### src/core/dac_consts.svh
`ifndef DAC_CONSTS_SVH
`define DAC_CONSTS_SVH

// register offsets, one byte each
`define ADDR_CTRL 3'h0
`define ADDR_HIGH 3'h1
`define ADDR_LOW 3'h2
`define ADDR_CMPSTAT 3'h3
`define ADDR_CMP0CTL 3'h4
`define ADDR_CMP1CTL 3'h5

// converter_control fields
`define CTRL_ATE 7
`define CTRL_TS_HI 6
`define CTRL_TS_LO 4
`define CTRL_LA 2
`define CTRL_OE 1
`define CTRL_EN 0
`define CTRL_WMASK 8'hF7
`define CTRL_RESET 8'h00

// trigger source codes
`define TS_CMP0 3'h0

// comparator control fields
`define CMPC_IE 6
`define CMPC_IS_HI 5
`define CMPC_IS_LO 4
`define CMPC_WMASK 8'h70

// comparator status fields
`define STAT_F1 5
`define STAT_F0 4

// sensitivity codes
`define SENS_TOGGLE 2'h0
`define SENS_FALL 2'h2
`define SENS_RISE 2'h3

// conversion window
`define CLK_PERIOD_NS 10
`define CONV_TIME_NS 1000
`define CONV_CYCLES ((`CONV_TIME_NS + `CLK_PERIOD_NS - 1) / `CLK_PERIOD_NS)

`endif

### src/core/dac_pkg.sv
package dac_pkg;

   typedef struct packed {
      logic [2:0] addr;
      logic [7:0] wdata;
      logic we;
      logic re;
   } busReq_t;

   typedef struct packed {
      logic tim1Capt;
      logic tim1Ovf;
      logic tim1CmpB;
      logic tim0Ovf;
      logic tim0Cmp;
      logic extInt0;
   } trigSources_t;

endpackage

### src/core/cmp_event_flag.sv
`timescale 1ns/1ps
`default_nettype none
`include "dac_consts.svh"

module cmp_event_flag (
   input wire logic clk,
   input wire logic resetn,
   input wire logic cmpLevel,
   input wire logic [1:0] sensitivity,
   input wire logic clearWrite,
   input wire logic vectorAck,
   input wire logic irqEnable,
   output logic flag
);

   logic prev_r;
   logic flag_r;

   wire isRise = cmpLevel & ~prev_r;
   wire isFall = ~cmpLevel & prev_r;
   // code 01 is reserved and never fires
   wire evt = (sensitivity == `SENS_TOGGLE) ? (isRise | isFall) :
              (sensitivity == `SENS_FALL) ? isFall :
              (sensitivity == `SENS_RISE) ? isRise : 1'b0;
   // vector clears only when the interrupt is enabled
   wire clr = clearWrite | (vectorAck & irqEnable);
   // set beats clear in the same cycle
   wire flag_nxt = evt | (flag_r & ~clr);

   always_ff @(posedge clk) begin
      if (!resetn) begin
         prev_r <= 1'b0;
         flag_r <= 1'b0;
      end else begin
         prev_r <= cmpLevel;
         flag_r <= flag_nxt;
      end
   end

   assign flag = flag_r;

   AST_EVENT_SETS:
   assert property (@(posedge clk) disable iff (!resetn) evt |=> flag_r)
      else $error("event did not set flag");

   AST_W1C_CLEARS:
   assert property (@(posedge clk) disable iff (!resetn)
      (clearWrite && !evt) |=> !flag_r)
      else $error("write one did not clear flag");

   AST_VECTOR_NEEDS_IE:
   assert property (@(posedge clk) disable iff (!resetn)
      (flag_r && vectorAck && !irqEnable && !clearWrite) |=> flag_r)
      else $error("flag cleared by vector while disabled");

endmodule // cmp_event_flag

`default_nettype wire

### src/core/dac_trigger_and_update_control.sv
// Function
// converter input value is ten bits
// control, high and low value registers
// control layout ate,ts,rsvd,la,oe,en; reset zero
// enable converts held value with settings
// auto-trigger bit selects event-driven updating
// rising trigger edge starts conversion
// trigger still high: no new conversion
// edges during conversion are dropped
// event flags set regardless of interrupt enable
// software clears flag before next trigger
// manual mode updates on high write
// comparator 1 flag set per sensitivity
// comparator 0 flag set per sensitivity
// vector clears flag only if enabled
// writing one clears a comparator flag
// comparator flags usable as triggers
// status low bits mirror comparator outputs
// source select maps eight event sources
// low write waits for high write
// left adjust chooses value byte layout
// output enable routes result to pin
// fixed busy window after each update
//
// Chosen here: the address map and the plain strobed port.
`timescale 1ns/1ps
`default_nettype none
`include "dac_consts.svh"

module dac_trigger_and_update_control (
   input wire logic clk,
   input wire logic resetn,
   input wire dac_pkg::busReq_t busReq,
   output logic [7:0] rdata,
   input wire dac_pkg::trigSources_t trigSrc,
   input wire logic [3:0] cmpOut,
   input wire logic cmp0VectorAck,
   input wire logic cmp1VectorAck,
   output logic [9:0] dacValue,
   output logic dacEnabled,
   output logic analogOutEnable,
   output logic convBusy,
   output logic updatePulse,
   output logic [1:0] cmpFlags
);

   function automatic logic wrHit(input dac_pkg::busReq_t r, input logic [2:0] a);
      return r.we && (r.addr == a);
   endfunction

   function automatic logic rdHit(input dac_pkg::busReq_t r, input logic [2:0] a);
      return r.re && (r.addr == a);
   endfunction

   // byte layout of the ten-bit code
   function automatic logic [9:0] packValue(input logic la, input logic [7:0] hi,
                                            input logic [7:0] lo);
      return la ? {hi, lo[7:6]} : {hi[1:0], lo};
   endfunction

   logic [7:0] ctrl_r;
   logic [7:0] high_r;
   logic [7:0] low_r;
   logic [7:0] cmp0Ctl_r;
   logic [7:0] cmp1Ctl_r;
   logic [7:0] rdata_r;
   logic [3:0] cmpMeta_r;
   logic [3:0] cmpSync_r;
   logic [9:0] staged_r;
   logic [9:0] value_r;
   logic trigPrev_r;
   logic [7:0] busyCnt_r;
   logic [7:0] busyCnt_nxt;
   logic busy_r;
   logic upd_r;
   logic enOut_r;
   logic oeOut_r;
   logic [1:0] flagOut_r;
   logic [1:0] flag;

   // bus decode
   wire wrCtrl = wrHit(busReq, `ADDR_CTRL);
   wire wrHigh = wrHit(busReq, `ADDR_HIGH);
   wire wrLow = wrHit(busReq, `ADDR_LOW);
   wire wrStat = wrHit(busReq, `ADDR_CMPSTAT);
   wire wrC0 = wrHit(busReq, `ADDR_CMP0CTL);
   wire wrC1 = wrHit(busReq, `ADDR_CMP1CTL);

   wire reCtrl = rdHit(busReq, `ADDR_CTRL);
   wire reHigh = rdHit(busReq, `ADDR_HIGH);
   wire reLow = rdHit(busReq, `ADDR_LOW);
   wire reStat = rdHit(busReq, `ADDR_CMPSTAT);
   wire reC0 = rdHit(busReq, `ADDR_CMP0CTL);
   wire reC1 = rdHit(busReq, `ADDR_CMP1CTL);

   wire autoMode = ctrl_r[`CTRL_ATE];
   wire enabled = ctrl_r[`CTRL_EN];
   wire leftAdj = ctrl_r[`CTRL_LA];
   wire [2:0] trigSel = ctrl_r[`CTRL_TS_HI:`CTRL_TS_LO];

   // comparator event flags
   wire clr0 = wrStat & busReq.wdata[`STAT_F0];
   wire clr1 = wrStat & busReq.wdata[`STAT_F1];

   cmp_event_flag u_flag0 (
      .clk(clk),
      .resetn(resetn),
      .cmpLevel(cmpSync_r[0]),
      .sensitivity(cmp0Ctl_r[`CMPC_IS_HI:`CMPC_IS_LO]),
      .clearWrite(clr0),
      .vectorAck(cmp0VectorAck),
      .irqEnable(cmp0Ctl_r[`CMPC_IE]),
      .flag(flag[0])
   );

   cmp_event_flag u_flag1 (
      .clk(clk),
      .resetn(resetn),
      .cmpLevel(cmpSync_r[1]),
      .sensitivity(cmp1Ctl_r[`CMPC_IS_HI:`CMPC_IS_LO]),
      .clearWrite(clr1),
      .vectorAck(cmp1VectorAck),
      .irqEnable(cmp1Ctl_r[`CMPC_IE]),
      .flag(flag[1])
   );

   // trigger source table, index equals select code
   wire [7:0] trigVec = {trigSrc.tim1Capt, trigSrc.tim1Ovf, trigSrc.tim1CmpB,
                         trigSrc.tim0Ovf, trigSrc.tim0Cmp, trigSrc.extInt0,
                         flag[1], flag[0]};
   wire selTrig = trigVec[trigSel];

   // edge, not level: a flag left high never retriggers
   wire trigRise = selTrig & ~trigPrev_r;
   wire busyNow = (busyCnt_r != 8'h00);
   // no pending record kept, an edge seen while busy is lost
   wire trigFire = autoMode & enabled & trigRise & ~busyNow;
   wire writeUpdate = ~autoMode & wrHigh;
   wire update = writeUpdate | trigFire;

   // layout taken at the high write, so a late la change waits for it
   wire [9:0] wrValue = packValue(leftAdj, busReq.wdata, low_r);
   wire [9:0] newValue = writeUpdate ? wrValue : staged_r;

   assign busyCnt_nxt = update ? 8'(`CONV_CYCLES) :
                        busyNow ? busyCnt_r - 8'h01 : busyCnt_r;

   // read mux, unmapped addresses read zero
   wire [7:0] statRd = {2'h0, flag[1], flag[0], cmpSync_r};
   wire [7:0] rdNxt = reCtrl ? (ctrl_r & `CTRL_WMASK) :
                      reHigh ? high_r :
                      reLow ? low_r :
                      reStat ? statRd :
                      reC0 ? cmp0Ctl_r :
                      reC1 ? cmp1Ctl_r : 8'h00;

   // comparator outputs are asynchronous to clk
   always_ff @(posedge clk) begin
      if (!resetn) begin
         cmpMeta_r <= 4'h0;
         cmpSync_r <= 4'h0;
      end else begin
         cmpMeta_r <= cmpOut;
         cmpSync_r <= cmpMeta_r;
      end
   end

   // software registers
   always_ff @(posedge clk) begin
      if (!resetn) begin
         ctrl_r <= `CTRL_RESET;
         high_r <= 8'h00;
         low_r <= 8'h00;
         cmp0Ctl_r <= 8'h00;
         cmp1Ctl_r <= 8'h00;
      end else begin
         if (wrCtrl) begin
            ctrl_r <= busReq.wdata & `CTRL_WMASK;
         end
         if (wrHigh) begin
            high_r <= busReq.wdata;
         end
         if (wrLow) begin
            low_r <= busReq.wdata;
         end
         if (wrC0) begin
            cmp0Ctl_r <= busReq.wdata & `CMPC_WMASK;
         end
         if (wrC1) begin
            cmp1Ctl_r <= busReq.wdata & `CMPC_WMASK;
         end
      end
   end

   // staged copy only moves on a high write
   always_ff @(posedge clk) begin
      if (!resetn) begin
         staged_r <= 10'h000;
      end else if (wrHigh) begin
         staged_r <= wrValue;
      end
   end

   // converted value and conversion window
   always_ff @(posedge clk) begin
      if (!resetn) begin
         value_r <= 10'h000;
         trigPrev_r <= 1'b0;
         busyCnt_r <= 8'h00;
         busy_r <= 1'b0;
         upd_r <= 1'b0;
      end else begin
         if (update) begin
            value_r <= newValue;
         end
         trigPrev_r <= selTrig;
         busyCnt_r <= busyCnt_nxt;
         busy_r <= (busyCnt_nxt != 8'h00);
         upd_r <= update;
      end
   end

   // outputs straight from flops
   always_ff @(posedge clk) begin
      if (!resetn) begin
         rdata_r <= 8'h00;
         enOut_r <= 1'b0;
         oeOut_r <= 1'b0;
         flagOut_r <= 2'h0;
      end else begin
         rdata_r <= rdNxt;
         enOut_r <= enabled;
         oeOut_r <= enabled & ctrl_r[`CTRL_OE];
         flagOut_r <= flag;
      end
   end

   assign rdata = rdata_r;
   assign dacValue = value_r;
   assign dacEnabled = enOut_r;
   assign analogOutEnable = oeOut_r;
   assign convBusy = busy_r;
   assign updatePulse = upd_r;
   assign cmpFlags = flagOut_r;

   AST_TRIG_UPDATES:
   assert property (@(posedge clk) disable iff (!resetn)
      (autoMode && enabled && selTrig && !trigPrev_r && !busyNow)
      |=> upd_r && (value_r == $past(staged_r)))
      else $error("rising trigger did not update value");

   AST_EDGE_IGNORED_BUSY:
   assert property (@(posedge clk) disable iff (!resetn)
      (autoMode && busyNow && !wrCtrl) |=> !upd_r)
      else $error("update while conversion in progress");

   AST_LEVEL_NO_RETRIG:
   assert property (@(posedge clk) disable iff (!resetn)
      (autoMode && selTrig && trigPrev_r && !wrCtrl) |=> !upd_r)
      else $error("held trigger started a conversion");

   AST_WRITE_UPDATES:
   assert property (@(posedge clk) disable iff (!resetn)
      (wrHigh && !autoMode)
      |=> upd_r && (value_r == packValue($past(leftAdj), $past(busReq.wdata),
                                         $past(low_r))))
      else $error("high write did not update value");

   AST_LOW_WAITS:
   assert property (@(posedge clk) disable iff (!resetn)
      (wrLow && !trigFire) |=> $stable(value_r))
      else $error("low write reached converted value");

   AST_BUSY_HOLDS:
   assert property (@(posedge clk) disable iff (!resetn)
      $rose(busy_r) |-> busy_r[*8])
      else $error("busy window too short");

   AST_BUSY_ENDS:
   assert property (@(posedge clk) disable iff (!resetn)
      $fell(busy_r) |-> ($past(busyCnt_r) == 8'h01))
      else $error("busy ended early");

   AST_STATUS_MIRROR:
   assert property (@(posedge clk) disable iff (!resetn)
      reStat |=> (rdata_r[3:0] == $past(cmpSync_r)) && (rdata_r[7:6] == 2'h0))
      else $error("status does not mirror comparators");

   AST_CTRL_RSVD:
   assert property (@(posedge clk) disable iff (!resetn)
      reCtrl |=> !rdata_r[3])
      else $error("reserved control bit read as one");

   AST_PIN_ROUTE:
   assert property (@(posedge clk) disable iff (!resetn)
      (wrCtrl && !busReq.wdata[`CTRL_OE]) |=> ##1 !oeOut_r)
      else $error("output driven with output enable clear");

   AST_RDATA_IDLE:
   assert property (@(posedge clk) disable iff (!resetn)
      !busReq.re |=> (rdata_r == 8'h00))
      else $error("read data not zero outside a read");

   AST_HIGH_READBACK:
   assert property (@(posedge clk) disable iff (!resetn)
      reHigh |=> (rdata_r == $past(high_r)))
      else $error("high value byte read back wrong");

   AST_LOW_READBACK:
   assert property (@(posedge clk) disable iff (!resetn)
      reLow |=> (rdata_r == $past(low_r)))
      else $error("low value byte read back wrong");

   AST_ENABLE_FOLLOWS:
   assert property (@(posedge clk) disable iff (!resetn)
      1'b1 |=> (enOut_r == $past(enabled)))
      else $error("enable output does not follow control");

   AST_DRIVE_NEEDS_EN:
   assert property (@(posedge clk) disable iff (!resetn)
      !enabled |=> !oeOut_r)
      else $error("pin driven while converter disabled");

   AST_FLAG_OUTPUTS:
   assert property (@(posedge clk) disable iff (!resetn)
      1'b1 |=> (flagOut_r == $past(flag)))
      else $error("flag outputs do not follow flags");

   AST_NO_TRIG_DISABLED:
   assert property (@(posedge clk) disable iff (!resetn)
      (autoMode && !enabled) |=> !upd_r)
      else $error("trigger update while disabled");

   AST_VALUE_HELD:
   assert property (@(posedge clk) disable iff (!resetn)
      !update |=> $stable(value_r))
      else $error("converted value moved without update");

   AST_STAGE_HELD:
   assert property (@(posedge clk) disable iff (!resetn)
      !wrHigh |=> $stable(staged_r))
      else $error("staged value moved without high write");

   AST_LEFT_LAYOUT:
   assert property (@(posedge clk) disable iff (!resetn)
      (wrHigh && leftAdj) |=> (staged_r == {$past(busReq.wdata), $past(low_r[7:6])}))
      else $error("left adjusted layout wrong");

   AST_RIGHT_LAYOUT:
   assert property (@(posedge clk) disable iff (!resetn)
      (wrHigh && !leftAdj) |=> (staged_r == {$past(busReq.wdata[1:0]), $past(low_r)}))
      else $error("right adjusted layout wrong");

   AST_SEL_CMP0:
   assert property (@(posedge clk) disable iff (!resetn)
      (trigSel == `TS_CMP0) |-> (selTrig == flag[0]))
      else $error("comparator 0 flag not selected as trigger");

endmodule // dac_trigger_and_update_control

`default_nettype wire

### config.mk
export PLATFORM = sky130hd
export DESIGN_NAME = dac_trigger_and_update_control
export DESIGN_NICKNAME = d
export VERILOG_FILES = /design/src/core/dac_pkg.sv /design/src/core/cmp_event_flag.sv /design/src/core/dac_trigger_and_update_control.sv
export VERILOG_INCLUDE_DIRS = /design/src /design/src/core
export SDC_FILE = /design/constraint.sdc
export NUM_CORES = 1
export LEC_CHECK = 0
export BUFFER_PORTS_ARGS = -buffer_cell sky130_fd_sc_hd__buf_4
export CORE_ASPECT_RATIO = 0.6
export CORE_MARGIN = 3
export CORE_UTILIZATION = 50
export DETAILED_ROUTE_END_ITERATION = 10
export GPL_ROUTABILITY_DRIVEN = 0
export HOLD_SLACK_MARGIN = 0.05
export PLACE_DENSITY = 0.8
export REMOVE_ABC_BUFFERS = 1
export SLEW_MARGIN = 5
export SYNTH_ARGS = -nofsm -noshare
export SYNTH_HDL_FRONTEND = slang
export SYNTH_SLANG_ARGS = --single-unit
### constraint.sdc
create_clock -name clk -period 2.31 [get_ports clk]
set_input_delay 0.231 -clock clk [delete_from_list [all_inputs] [get_ports clk]]
set_output_delay 0.231 -clock clk [all_outputs]
set_load 0.01 [all_outputs]
## Word-level counts from Yosys, hierarchy flattened

Cells that the tools add are included.
Widths: inputs -> output; s select.

- Register bits: 84

- Reductions and logical operators: 18
- Muxes and demuxes: 18
- Add/sub/neg operators: 1
- Equal/unequal tests: 9
- Bitwise logic cells: 33
- Order comparisons: 1

Operator list:

| cell | count |
|---|---|
| $mux 8 | 5 |
| $mux 7 | 3 |
| $mux 10 | 2 |
| $and 1x1->1 | 16 |
| $reduce_bool 8->1 | 2 |
| $logic_and 1x1->1 | 12 |
| $not 1->1 | 10 |
| $eq 2x2->1 const B | 4 |
| $sub 8x1->8 const B | 1 |
| $mux 1 | 7 |
| $or 1x1->1 | 7 |
| $eq 3x2->1 const B | 2 |
| $eq 3x3->1 const B | 2 |
| $logic_not 2->1 | 2 |
| $lt 3x4->1 const B | 1 |
| $bmux 1 s3 | 1 |
| $eq 3x1->1 const B | 1 |
| $logic_not 3->1 | 1 |
| $reduce_or 2->1 | 1 |

## Logic depth before layout (Yosys ltp)

Gate-level depths: netlist of run 1.

- Word-level depth: 8
- Mapped depth: 8
- Mapped depth without buffers: 7

## Cells and area by module

Synthesis of run 1 repeated with hierarchy kept, for this count alone.

- Cells, all modules: 380
- Area, all modules: 3713.6 um^2

By module, submodules not included:

| module | area an instance (um^2) | times used | cells each |
|---|---|---|---|
| dac_trigger_and_update_control | 3475.8 | 1 | 354 |
| cmp_event_flag | 118.9 | 2 | 13 |

## Least setup slack after synthesis of run 1

Ideal clock, no wire load.

- Path kind: flip-flop to flip-flop
- Start: reg ctrl_r[4]
- End: reg busyCnt_r[1]
- Setup slack: 514 ps
- Arrival: 1717 ps
- Period minus slack after synthesis: 1796 ps
- Buffers on the path: 0
- Cell stages (with the launch flop): 6
- Setup time: 79 ps
- Path through: dfxtp_1 mux4_1 mux2i_4 o31ai_2 or2_4 a211oi_2

- Word-level cells in the longest chain between the ends: 7

Ends and longest elaborated chain:

| element | line | RTL |
|---|---|---|
| start: declaration | dac_trigger_and_update_control.sv:61 | `logic [7:0] ctrl_r;` |
| start signal: assignment | dac_trigger_and_update_control.sv:171 | `` ctrl_r <= `CTRL_RESET; `` |
| start signal: assignment | dac_trigger_and_update_control.sv:178 | `` ctrl_r <= busReq.wdata & `CTRL_WMASK; `` |
| $bmux 1 s3 | dac_trigger_and_update_control.sv:131 | `wire selTrig = trigVec[trigSel];` |
| $mux 1 (implied by the code) | dac_trigger_and_update_control.sv:131 |  |
| $and 1x1->1 | dac_trigger_and_update_control.sv:134 | `wire trigRise = selTrig & ~trigPrev_r;` |
| $and 1x1->1 (2 in series) | dac_trigger_and_update_control.sv:137 | `wire trigFire = autoMode & enabled & trigRise & ~busyNow;` |
| $or 1x1->1 | dac_trigger_and_update_control.sv:139 | `wire update = writeUpdate \| trigFire;` |
| $mux 8 | dac_trigger_and_update_control.sv:145 | `` assign busyCnt_nxt = update ? 8'(`CONV_CYCLES) : `` |
| end signal: assignment | dac_trigger_and_update_control.sv:217 | `busyCnt_r <= busyCnt_nxt;` |
| end: declaration | dac_trigger_and_update_control.sv:72 | `logic [7:0] busyCnt_r;` |

No other way between the ends. The select of a mux whose other input is x is not followed.
A chain may end at the register's enable or synchronous reset.

## Worst setup path in the final report of run 1

- Start: reg busyCnt_r[0]
- End: reg value_r[0] (netlist: dacValue[0])

- Word-level cells in the longest chain between the ends: 4

Ends and longest elaborated chain:

| element | line | RTL |
|---|---|---|
| $reduce_bool 8->1 | dac_trigger_and_update_control.sv:135 | `wire busyNow = (busyCnt_r != 8'h00);` |
| $not 1->1 | dac_trigger_and_update_control.sv:137 |  |
| $and 1x1->1 | dac_trigger_and_update_control.sv:137 |  |
| $or 1x1->1 | dac_trigger_and_update_control.sv:139 |  |
| end signal: assignment | dac_trigger_and_update_control.sv:214 | `value_r <= newValue;` |
| end: declaration | dac_trigger_and_update_control.sv:70 | `logic [9:0] value_r;` |

No other way between the ends.

==> results of run 1 <==
[area by class of cell]
| class | instances | area share [%] |
|---|---|---|
| flip-flops and latches | 84 | 38.3 |
| repair buffers | 59 | 10.1 |
| multi-input cells | 269 | 41.8 |
| inverters | 8 | 0.684 |
| well taps | 87 | 2.48 |
| clock buffers | 10 | 5.21 |
| clock inverters | 3 | 1.48 |
[how the worst min path moves through the flow]
stage / from / to / slack [ps] / cells after the start
4_1_cts: cmpOut[3] / cmpMeta_r[3]$_SDFF_PN0_ / 90 / 2
5_1_grt: cmpOut[3] / cmpMeta_r[3]$_SDFF_PN0_ / 100 / 2
3_5_place_dp: cmpMeta_r[2]$_SDFF_PN0_ / cmpSync_r[2]$_SDFF_PN0_ / 420 / 1
2_1_floorplan: resetn / cmpMeta_r[0]$_SDFF_PN0_ / 350 / 1
3_3_place_gp: cmpMeta_r[1]$_SDFF_PN0_ / cmpSync_r[1]$_SDFF_PN0_ / 410 / 1
6_report: cmpOut[3] / cmpMeta_r[3]$_SDFF_PN0_ / 100 / 2
[cell usage in the layout (no fill, tap or decap), types with 2 or more instances in the layout]
cell	count
dfxtp_1	84
nor2_1	63
buf_4	59
mux2i_1	45
nand2_1	35
a21oi_1	19
o21ai_0	17
a211oi_1	11
and2_1	11
clkbuf_16	9
nand3_1	8
inv_1	7
nor2b_1	6
ha_1	6
a21boi_0	5
mux4_2	5
nor3_1	4
xor2_1	3
a31oi_1	3
mux4_1	2
o2111ai_1	2
nor3b_1	2
bufinv_16	2
[worst register-to-register path: cells and delay by family (launching register included)]
family,cells,cell delay [ps]
AND/OR/NAND/NOR,2,390
AO/OA/AOI/OAI,3,610
buffers and inverters,2,350
adder cells (fa/ha/maj),1,190
flip-flops,1,380
[routing by layer]
metal / part of all wire (%) / global-route usage, %
met1: 48 / 29.9
met2: 44 / 30.8
met3: 6.7 / 6.08
met4: 1.0 / 5.92
met5: 0 / 0
[sequential cells by signal, summed over array words and instances (netlist names), 4 cells and up]
signal,flops
high_r,8
low_r,8
cmpSync_r,4
cmpMeta_r,4
ctrl_r,7
dacValue,10
staged_r,10
rdata,8
busyCnt_r,8
[where the power goes]
part / internal (uW) / total, uW / switching (uW)
registers: 1550 / 1670 / 111
clock network: 926 / 1460 / 537
logic: 341 / 779 / 438
[through the flow]
stage / worst slack (ps) / total power (uW)
after global routing: 153 / 4080
after global placement: 475 / 2440
after CTS: 321 / 3920
after floorplan: -1370 / 2200
after detailed placement: 343 / 2460
final: 305 / 3910
[cell families after synthesis]
kind of cell,synth area share (%)
compound gates,10.7
mux,17.9
simple gates,18.6
xor+xnor,0.967
fa+ha+maj,2.07
flops,46.4
buf+inv,3.38
==> summary.txt, run 1 <==
CTS
  • Post-CTS Hold Fix Bufs: 0
  • Num CTS Buffers: 9
  • CTS max path bufs: 2
  • Setup Fix Bufs, Post-CTS: 0
  • CTS tree: yes
  • Clk root buf: clkbuf_16
  • H-tree depth: 3
  • CTS sink cnt: 84
  • Clock transition at path regs: 60 ps
  • Cts repair resizes: 0
  • Clock Latency Late Sink: 340 ps

STA
  • Min Hold Slack: 102 ps
  • Worst-margin pin slew: 619 ps
  • Total negative setup slack: 0 ps
  • Clk_skew: 6.04 ps
  • Setup Viol. Count Final: 0
  • Fin crit share: 86.8%
  • Final Hold Fails: 0
  • RSZ-0062 raised after global routing: no
  • Highest Clock Rate: 0.499 GHz
  • Final min period: 2000 ps
  • Slew margin rel.: 58.6%
  • Count of pins over their slew limit: 0

Synth
  • Async set or reset register ratio after synthesis: 0%
  • Count leader, synth: dfxtp_1
  • Post-Syn Area: 3620 um^2
  • Top post-synthesis cells by count: dfxtp_1 (84), nor2_1 (63), mux2i_1 (45), nand2_1 (35), a21oi_1 (19)
  • Main synth FF type: dfxtp_1
  • Synth Register Bits: 84
  • Post-synth EDFFs: 0
  • Synth area leader: dfxtp_1
  • Share of the synthesized area in the top cell type: 46.4%
  • Seq/Total Area, Yosys: 46.4%
  • Yosys warns: 0
  • Top post-synthesis cells by area: dfxtp_1 (46%), mux2i_1 (12%), nor2_1 (6.5%)
  • Synth Instances: 383
  • Avg Inst Size Synth: 9.46 um^2
  • Netlist cell types: 47

Critical path
  • Worst path depth: 8
  • Critical Path RT: 2570 ps
  • CP Capture Point: dacValue[0]$_SDFFE_PN0P_
  • Startpoint types: flop
  • Worst setup path start: busyCnt_r[0]$_SDFF_PN0_
  • Sum of buffers and inverters on the critical path: 2
  • R2R cell count: 8
  • Worst R2R End: dacValue[0]$_SDFFE_PN0P_
  • Reg-to-reg startpoint: busyCnt_r[0]$_SDFF_PN0_
  • Critical path arrival: 2260 ps
  • Critical path type: flop to flop
  • Cell family with most CP delay: compound AO/OA/AOI/OAI gates
  • Worst Setup End Kind: flop
  • CP cell instances: inv_1 > ha_1 > nor2b_1 > nand3_1 > o31ai_2 > buf_4 > o2111ai_1 > o21ai_0
  • Worst R2R Setup Slack: 310 ps
  • Max incr delay on CP: 380 ps
  • Worst-path maximum fanout: 11
  • CP max-delay cell: dfxtp_1

Route
  • Detailed-router iteration count before antenna repair: 5
  • ANT nets after route: 0
  • WL/cell: 16.0 um
  • Vias post-DR: 2911
  • DRC violations left: 0
  • WL final: 8300 um
  • Drt via density: 5.60
  • Iter 0 DRT Violations: 310

Power
  • Pwr Density: 890 nW/um^2
  • Pleak: 0.00171 uW
  • Worst vdd ir: 419 uV

Layout
  • Area Growth Syn to Fin: 21.2%
  • Final core occ: 64.1%
  • Nets: 464
  • Multi-input gate area: 1830 um^2
  • Reg area: 1680 um^2
  • Layout fillers: 566
  • Post-Layout Cell Count: 520
  • Finished Cell Area: 4390 um^2
  • Antenna cell count: 0
  • Layout cell share with drive strength beyond 1: 19.9%

Global route
  • Total gr overflow: 0
  • GRT Util Overall: 20.8%
  • Initial antenna violation count: 0
  • Global-route wire length before repair: 13400 um
  • Largest net degree at the start of global routing: 31
  • Vias in the first global route: 2757

Placed design
  • Placement Cell Area: 4100 um^2
  • Placed Instances: 507
  • Post-DP HPWL: 5900 um
  • I/O Buffers: 50

Die
  • DIE AREA: 8340 um^2
  • Die W: 116 um
  • # rows: 23
  • IO Pins: 51
  • Die Span Y: 71.9 um
  • Starting density of the core: 52.9%
  • Core area: 6850 um^2

Run status
  • Outcome: finished clean

Run
  • Max-Cap Viols: 0

Worst hold path
  • Min-delay worst type: primary input to flop
Note: power is estimated with default switching activity, not from simulation.
==> run 2, diff against run 1 <==
SYNTH_HIERARCHICAL = 1   (was default)
==> summary.txt, run 2 <==
Run status
  • Outcome: finished clean

CTS
  • Clock Latency Late Sink: 340 ps (about the same)
  • CTS sink cnt: 84 (unchanged)
  • Clock transition at path regs: 60 ps (about the same)
  • Setup Fix Bufs, Post-CTS: 0 (unchanged)
  • CTS tree: yes
  • Post-CTS Hold Fix Bufs: 0 (unchanged)
  • Clk root buf: clkbuf_16
  • Cts repair resizes: 0 (unchanged)
  • Num CTS Buffers: 9 (unchanged)
  • CTS max path bufs: 2 (unchanged)
  • H-tree depth: 3 (unchanged)

Synth
  • Post-Syn Area: 3710 um^2 (+2.5%)
  • Top post-synthesis cells by area: dfxtp_1 (45%), mux2i_1 (14%), nor2_1 (5.2%)
  • Synth Instances: 380 (-0.78%)
  • Share of the synthesized area in the top cell type: 45.3% (-1.1 points)
  • Netlist cell types: 45 (-4.3%)
  • Synth area leader: dfxtp_1
  • Synth Register Bits: 84 (unchanged)
  • Seq/Total Area, Yosys: 45.3% (-1.1 points)
  • Top post-synthesis cells by count: dfxtp_1 (84), mux2i_1 (51), nor2_1 (51), nand2_1 (33), clkbuf_1 (17)
  • Yosys warns: 6 (+6)
  • Post-synth EDFFs: 0 (unchanged)
  • Async set or reset register ratio after synthesis: 0% (unchanged)
  • Avg Inst Size Synth: 9.77 um^2 (+3.3%)
  • Count leader, synth: dfxtp_1
  • Main synth FF type: dfxtp_1

Critical path
  • R2R cell count: 6 (-2)
  • Critical path type: flop to flop
  • Worst-path maximum fanout: 15 (+4)
  • Reg-to-reg startpoint: busyCnt_r[0]$_SDFF_PN0_
  • Worst Setup End Kind: flop
  • Startpoint types: flop
  • Critical path arrival: 2320 ps (+60 ps)
  • Worst R2R Setup Slack: 180 ps (-130 ps)
  • Worst R2R End: convBusy$_SDFF_PN0_
  • CP Capture Point: convBusy$_SDFF_PN0_
  • Critical Path RT: 2490 ps (-80 ps)
  • Worst setup path start: busyCnt_r[0]$_SDFF_PN0_

Placed design
  • Post-DP HPWL: 5890 um (-0.20%)
  • I/O Buffers: 50 (unchanged)

Die
  • DIE AREA: 8530 um^2 (+2.3%)
  • Core area: 6940 um^2 (+1.3%)
  • Starting density of the core: 53.5% (+0.64 points)
  • Die Span Y: 72.8 um (+1.1%)
  • Die W: 117 um (+1.2%)
  • IO Pins: 51 (unchanged)
  • # rows: 23 (unchanged)

Route
  • Iter 0 DRT Violations: 255 (-18%)
  • WL final: 8240 um (-0.82%)
  • WL/cell: 15.6 um (-2.1%)
  • Detailed-router iteration count before antenna repair: 4 (-1)
  • Drt via density: 5.40 (-3.6%)
  • ANT nets after route: 0 (unchanged)
  • Vias post-DR: 2844 (-2.3%)
  • DRC violations left: 0 (unchanged)

Power
  • Pwr Density: 866 nW/um^2 (-2.7%)
  • Worst vdd ir: 484 uV (+15%)
  • Pleak: 0.00181 uW (+5.4%)
  • Total power: 3880 uW (-0.86%)

Global route
  • Vias in the first global route: 2707 (-1.8%)
  • Global-route wire length before repair: 13300 um (-1.1%)
  • Initial antenna violation count: 0 (unchanged)
  • GRT Util Overall: 20.3% (-0.53 points)
  • Total gr overflow: 0 (unchanged)
  • Largest net degree at the start of global routing: 39 (+26%)

STA
  • Setup Viol. Count Final: 0 (unchanged)
  • Highest Clock Rate: 0.468 GHz (-6.1%)
  • Final min period: 2130 ps (+130 ps)
  • Count of pins over their slew limit: 0 (unchanged)
  • Slew margin rel.: 48.2% (-10 points)
  • Worst-margin pin slew: 767 ps (+147 ps)
  • Fin crit share: 92.4% (+5.6 points)
  • Clk_skew: 8.58 ps (+2.54 ps)
  • Final Hold Fails: 0 (unchanged)
  • RSZ-0062 raised after global routing: no

Layout
  • Area Growth Syn to Fin: 20.5%
  • Layout fillers: 595 (+5.1%)
  • Antenna cell count: 0 (unchanged)
  • Most frequent cells in the layout: dfxtp_1 (84), buf_4 (57), mux2i_1 (51), nor2_1 (51), nand2_1 (33)
  • Final core occ: 64.5% (+0.41 points)
  • Nets: 455 (-1.9%)
  • Most common library cell in the layout ignoring fill and taps: dfxtp_1
  • Layout cell share with drive strength beyond 1: 19.9% (+0.045 points)

Run
  • Max-Cap Viols: 0 (unchanged)

Worst hold path
  • Min-delay worst type: primary input to flop
run 2: cell types whose count changed after synthesis, moves of 5 or more:
cell / change
mux2i_1: +6
o21ai_0: -14
nand3_1: -5
o211ai_1: +10
a21boi_0: -5
nand3b_1: +12
nor2_1: -12
clkbuf_1: +6
run 2: logic make-up (layout without fill, tap and decap cells):
group	after synthesis	after routing	share of synthesized area, %
and+or+nand+nor	140	140	18.9
xor gates and xnor gates	5	5	1.18
buffers and inverters	34	81	3.94
muxes	62	62	19.5
DFF	84	84	45.3
adders and majority gates	6	6	2.02
AOI/OAI and AO/OA	49	49	9.20
run 2: through the flow:
step           cells  setup TNS, ps  hold slack [ps]  worst slack (ps)  cell area [um^2]
2_1_floorplan    354         -31600              353             -1210              3600
3_3_place_gp     511              0              418               221              4170
3_5_place_dp     511              0              431               160              4170
4_1_cts          527              0             93.1               147              4480
5_1_grt          527              0             96.1            0.0639              4480
6_report         527              0              104               175              4480
run 2: layout make-up:
class	instances	area, um^2	share of cell area (%)
Clock buffer	12	256	5.73
Clock inverter	4	47.5	1.06
Inverter	8	30.0	0.671
Multi-Input combinational cell	262	1910	42.6
Sequential cell	84	1680	37.6
Tap cell	100	125	2.80
Timing Repair Buffer	57	428	9.56
run 2: critical path, stage by stage (launching register included):
cell and delay [ps]:
dfxtp_1 390, inv_1 110, ha_1 250, nor2b_1 190
and3_1 280, a31oi_4 560, a41oi_1 190
run 2: how the worst min path moves through the flow:
stage | start | to | slack [ps] | depth (start not counted)
global placement | cmpMeta_r[3]$_SDFF_PN0_ | cmpSync_r[3]$_SDFF_PN0_ | 420 | 1
finish | cmpOut[3] | cmpMeta_r[3]$_SDFF_PN0_ | 100 | 2
global route | cmpOut[0] | cmpMeta_r[0]$_SDFF_PN0_ | 100 | 2
detailed placement | cmpMeta_r[0]$_SDFF_PN0_ | cmpSync_r[0]$_SDFF_PN0_ | 430 | 1
CTS | cmpOut[3] | cmpMeta_r[3]$_SDFF_PN0_ | 90 | 2
floorplan | resetn | cmpMeta_r[0]$_SDFF_PN0_ | 350 | 1
run 2: per-layer routing:
metal / part of all wire, % / vias to the layer above / GRT usage [%]
met1: 49 / 1319 / 29.6
met3: 8.0 / 11 / 7.37
li1: - / 1416 / -
met2: 41 / 98 / 28.0
met4: 1.3 / 0 / 6.11
met5: 0 / - / 0
run 2: power breakdown:
part / internal [uW] / switching, uW
sequential: 1550 / 103
combinational: 352 / 427
clock: 893 / 552
==> run 3, diff against run 2 <==
CELL_PAD_IN_SITES_DETAIL_PLACEMENT = 1   (was default)
CELL_PAD_IN_SITES_GLOBAL_PLACEMENT = 2   (was default)
CORE_UTILIZATION = 36   (was 50)
PLACE_DENSITY = 0.88   (was 0.8)
==> summary.txt, run 3 (same netlist as run 2, synthesis figures left out) <==
Run status
  • Outcome: finished clean

CTS
  • Num CTS Buffers: 9 (unchanged)
  • Clock transition at path regs: 60 ps (about the same)
  • Setup Fix Bufs, Post-CTS: 0 (unchanged)
  • Clock Latency Late Sink: 330 ps (about the same)
  • CTS tree: yes
  • Cts repair resizes: 0 (unchanged)
  • Post-CTS Hold Fix Bufs: 0 (unchanged)
  • H-tree depth: 3 (unchanged)
  • CTS max path bufs: 2 (unchanged)
  • Clk root buf: clkbuf_16
  • CTS sink cnt: 84 (unchanged)

Critical path
  • R2R cell count: 7 (+1)
  • Reg-to-reg startpoint: busyCnt_r[0]$_SDFF_PN0_
  • Worst R2R Setup Slack: 250 ps (+80 ps)
  • CP cell instances: inv_1 > ha_1 > nor2b_1 > and3_1 > a31oi_4 > buf_4 > mux2i_1
  • Critical path type: flop to flop
  • Worst setup path start: busyCnt_r[0]$_SDFF_PN0_
  • Critical Path RT: 2520 ps (+30 ps)
  • Critical path arrival: 2270 ps (-50 ps)
  • Sum of buffers and inverters on the critical path: 2 (+1)
  • Worst path depth: 7 (+1)
  • CP max-delay cell: and3_1
  • Startpoint types: flop
  • Max incr delay on CP: 380 ps (-180 ps)
  • Worst-path maximum fanout: 15 (unchanged)
  • CP Capture Point: dacValue[4]$_SDFFE_PN0P_
  • Cell family with most CP delay: simple AND/OR/NAND/NOR gates
  • Worst Setup End Kind: flop
  • Worst R2R End: dacValue[4]$_SDFFE_PN0P_

STA
  • Worst-margin pin slew: 703 ps (-63.6 ps)
  • Slew margin rel.: 53.1% (+4.9 points)
  • Final setup margin: 252 ps (+76.9 ps)
  • Total negative setup slack: 0 ps (unchanged)
  • Fin crit share: 89.1% (-3.3 points)
  • RSZ-0062 raised after global routing: no
  • Setup Viol. Count Final: 0 (unchanged)
  • Clk_skew: 7.00 ps (-1.58 ps)
  • Final Hold Fails: 0 (unchanged)
  • Highest Clock Rate: 0.486 GHz (+3.7%)
  • Final min period: 2060 ps (-76.9 ps)
  • Count of pins over their slew limit: 0 (unchanged)

Global route
  • Vias in the first global route: 3086 (+14%)
  • Total gr overflow: 0 (unchanged)
  • Largest net degree at the start of global routing: 45 (+15%)
  • Global-route wire length before repair: 16600 um (+25%)
  • GRT Util Overall: 18.5% (-1.8 points)
  • Initial antenna violation count: 0 (unchanged)

Die
  • # rows: 28 (+22%)
  • Die Span Y: 84.7 um (+16%)
  • Core area: 9950 um^2 (+43%)
  • Starting density of the core: 37.3% (-16 points)
  • IO Pins: 51 (unchanged)
  • DIE AREA: 11600 um^2 (+36%)
  • Die W: 137 um (+17%)

Route
  • ANT nets after route: 0 (unchanged)
  • DRC violations left: 0 (unchanged)
  • Drt via density: 5.22 (-3.3%)
  • WL/cell: 18.0 um (+15%)
  • WL final: 10100 um (+23%)
  • Vias post-DR: 2938 (+3.3%)
  • Iter 0 DRT Violations: 150 (-41%)
  • Detailed-router iteration count before antenna repair: 4 (unchanged)

Layout
  • Most common library cell in the layout ignoring fill and taps: dfxtp_1
  • Finished Cell Area: 4510 um^2 (+0.84%)
  • Area Growth Syn to Fin: 21.5%
  • Post-Layout Cell Count: 563 (+6.8%)
  • Nets: 457 (+0.44%)
  • Antenna cell count: 0 (unchanged)
  • Layout cell share with drive strength beyond 1: 19.9% (-0.047 points)
  • Most frequent cells in the layout: dfxtp_1 (84), buf_4 (58), mux2i_1 (51), nor2_1 (51), nand2_1 (33)
  • Final core occ: 45.4% (-19 points)

Worst hold path
  • Min-delay worst type: primary input to flop

Placed design
  • Placement Cell Area: 4240 um^2 (+1.7%)
  • Pre-CTS setup slack: 274 ps (+113 ps)
  • Placed Instances: 548 (+7.2%)
  • Post-DP HPWL: 7300 um (+24%)
  • I/O Buffers: 50 (unchanged)

Power
  • Pwr Density: 834 nW/um^2 (-3.7%)
  • Pleak: 0.00181 uW (about the same)
  • Worst vdd ir: 365 uV (-25%)

Run
  • Max-Cap Viols: 0 (unchanged)
-- run 3: cell types whose count changed in the layout (fill, tap and decap cells not counted) --
| cell | delta |
|---|---|
| buf_4 | +1 |
| clkinvlp_4 | -1 |
| bufinv_16 | -1 |
| clkbuf_1 | +1 |
| buf_12 | +1 |
-- run 3: final cells by class --
| class | count | area [um^2] |
|---|---|---|
| clock buffer | 13 | 260 |
| clock inverter | 2 | 10.0 |
| fill | 1153 | 5440 |
| inverter | 8 | 30.0 |
| multi-input combinational | 262 | 1910 |
| sequential | 84 | 1680 |
| tap | 135 | 169 |
| timing repair buffer | 59 | 455 |
-- run 3: stage by stage --
step	hold WS, ps	total power [uW]
global placement	415	2440
finish	103	3760
CTS	95.5	3810
floorplan	353	2210
global route	98.8	3980
detailed placement	426	2480
-- run 3: routing by layer --
metal	vias to the layer above	track usage, %	wire length [um]
met5	-	0	0
met4	0	3.89	78
met3	8	4.97	516
met2	71	27.2	4390
met1	1441	27.2	5140
li1	1418	-	-
-- run 3: report_power, final --
group	internal, uW	switching [uW]	leakage [uW]
Clock	778	536	0.000135
Combinational	353	440	0.000987
Sequential	1550	109	0.000683
-- run 3: worst min-delay path by stage --
stage,depth (start not counted),startpoint,end
floorplan,1,resetn,cmpMeta_r[0]$_SDFF_PN0_
global placement,1,cmpMeta_r[2]$_SDFF_PN0_,cmpSync_r[2]$_SDFF_PN0_
detailed placement,1,cmpMeta_r[3]$_SDFF_PN0_,cmpSync_r[3]$_SDFF_PN0_
CTS,2,cmpOut[3],cmpMeta_r[3]$_SDFF_PN0_
global route,2,cmpOut[3],cmpMeta_r[3]$_SDFF_PN0_
finish,2,cmpOut[0],cmpMeta_r[0]$_SDFF_PN0_
-- run 3: worst reg2reg max path, stage by stage (launching register included) --
cell,delay (ps)
dfxtp_1,340
inv_1,130
ha_1,240
nor2b_1,350
and3_1,380
a31oi_4,110
buf_4,240
mux2i_1,150
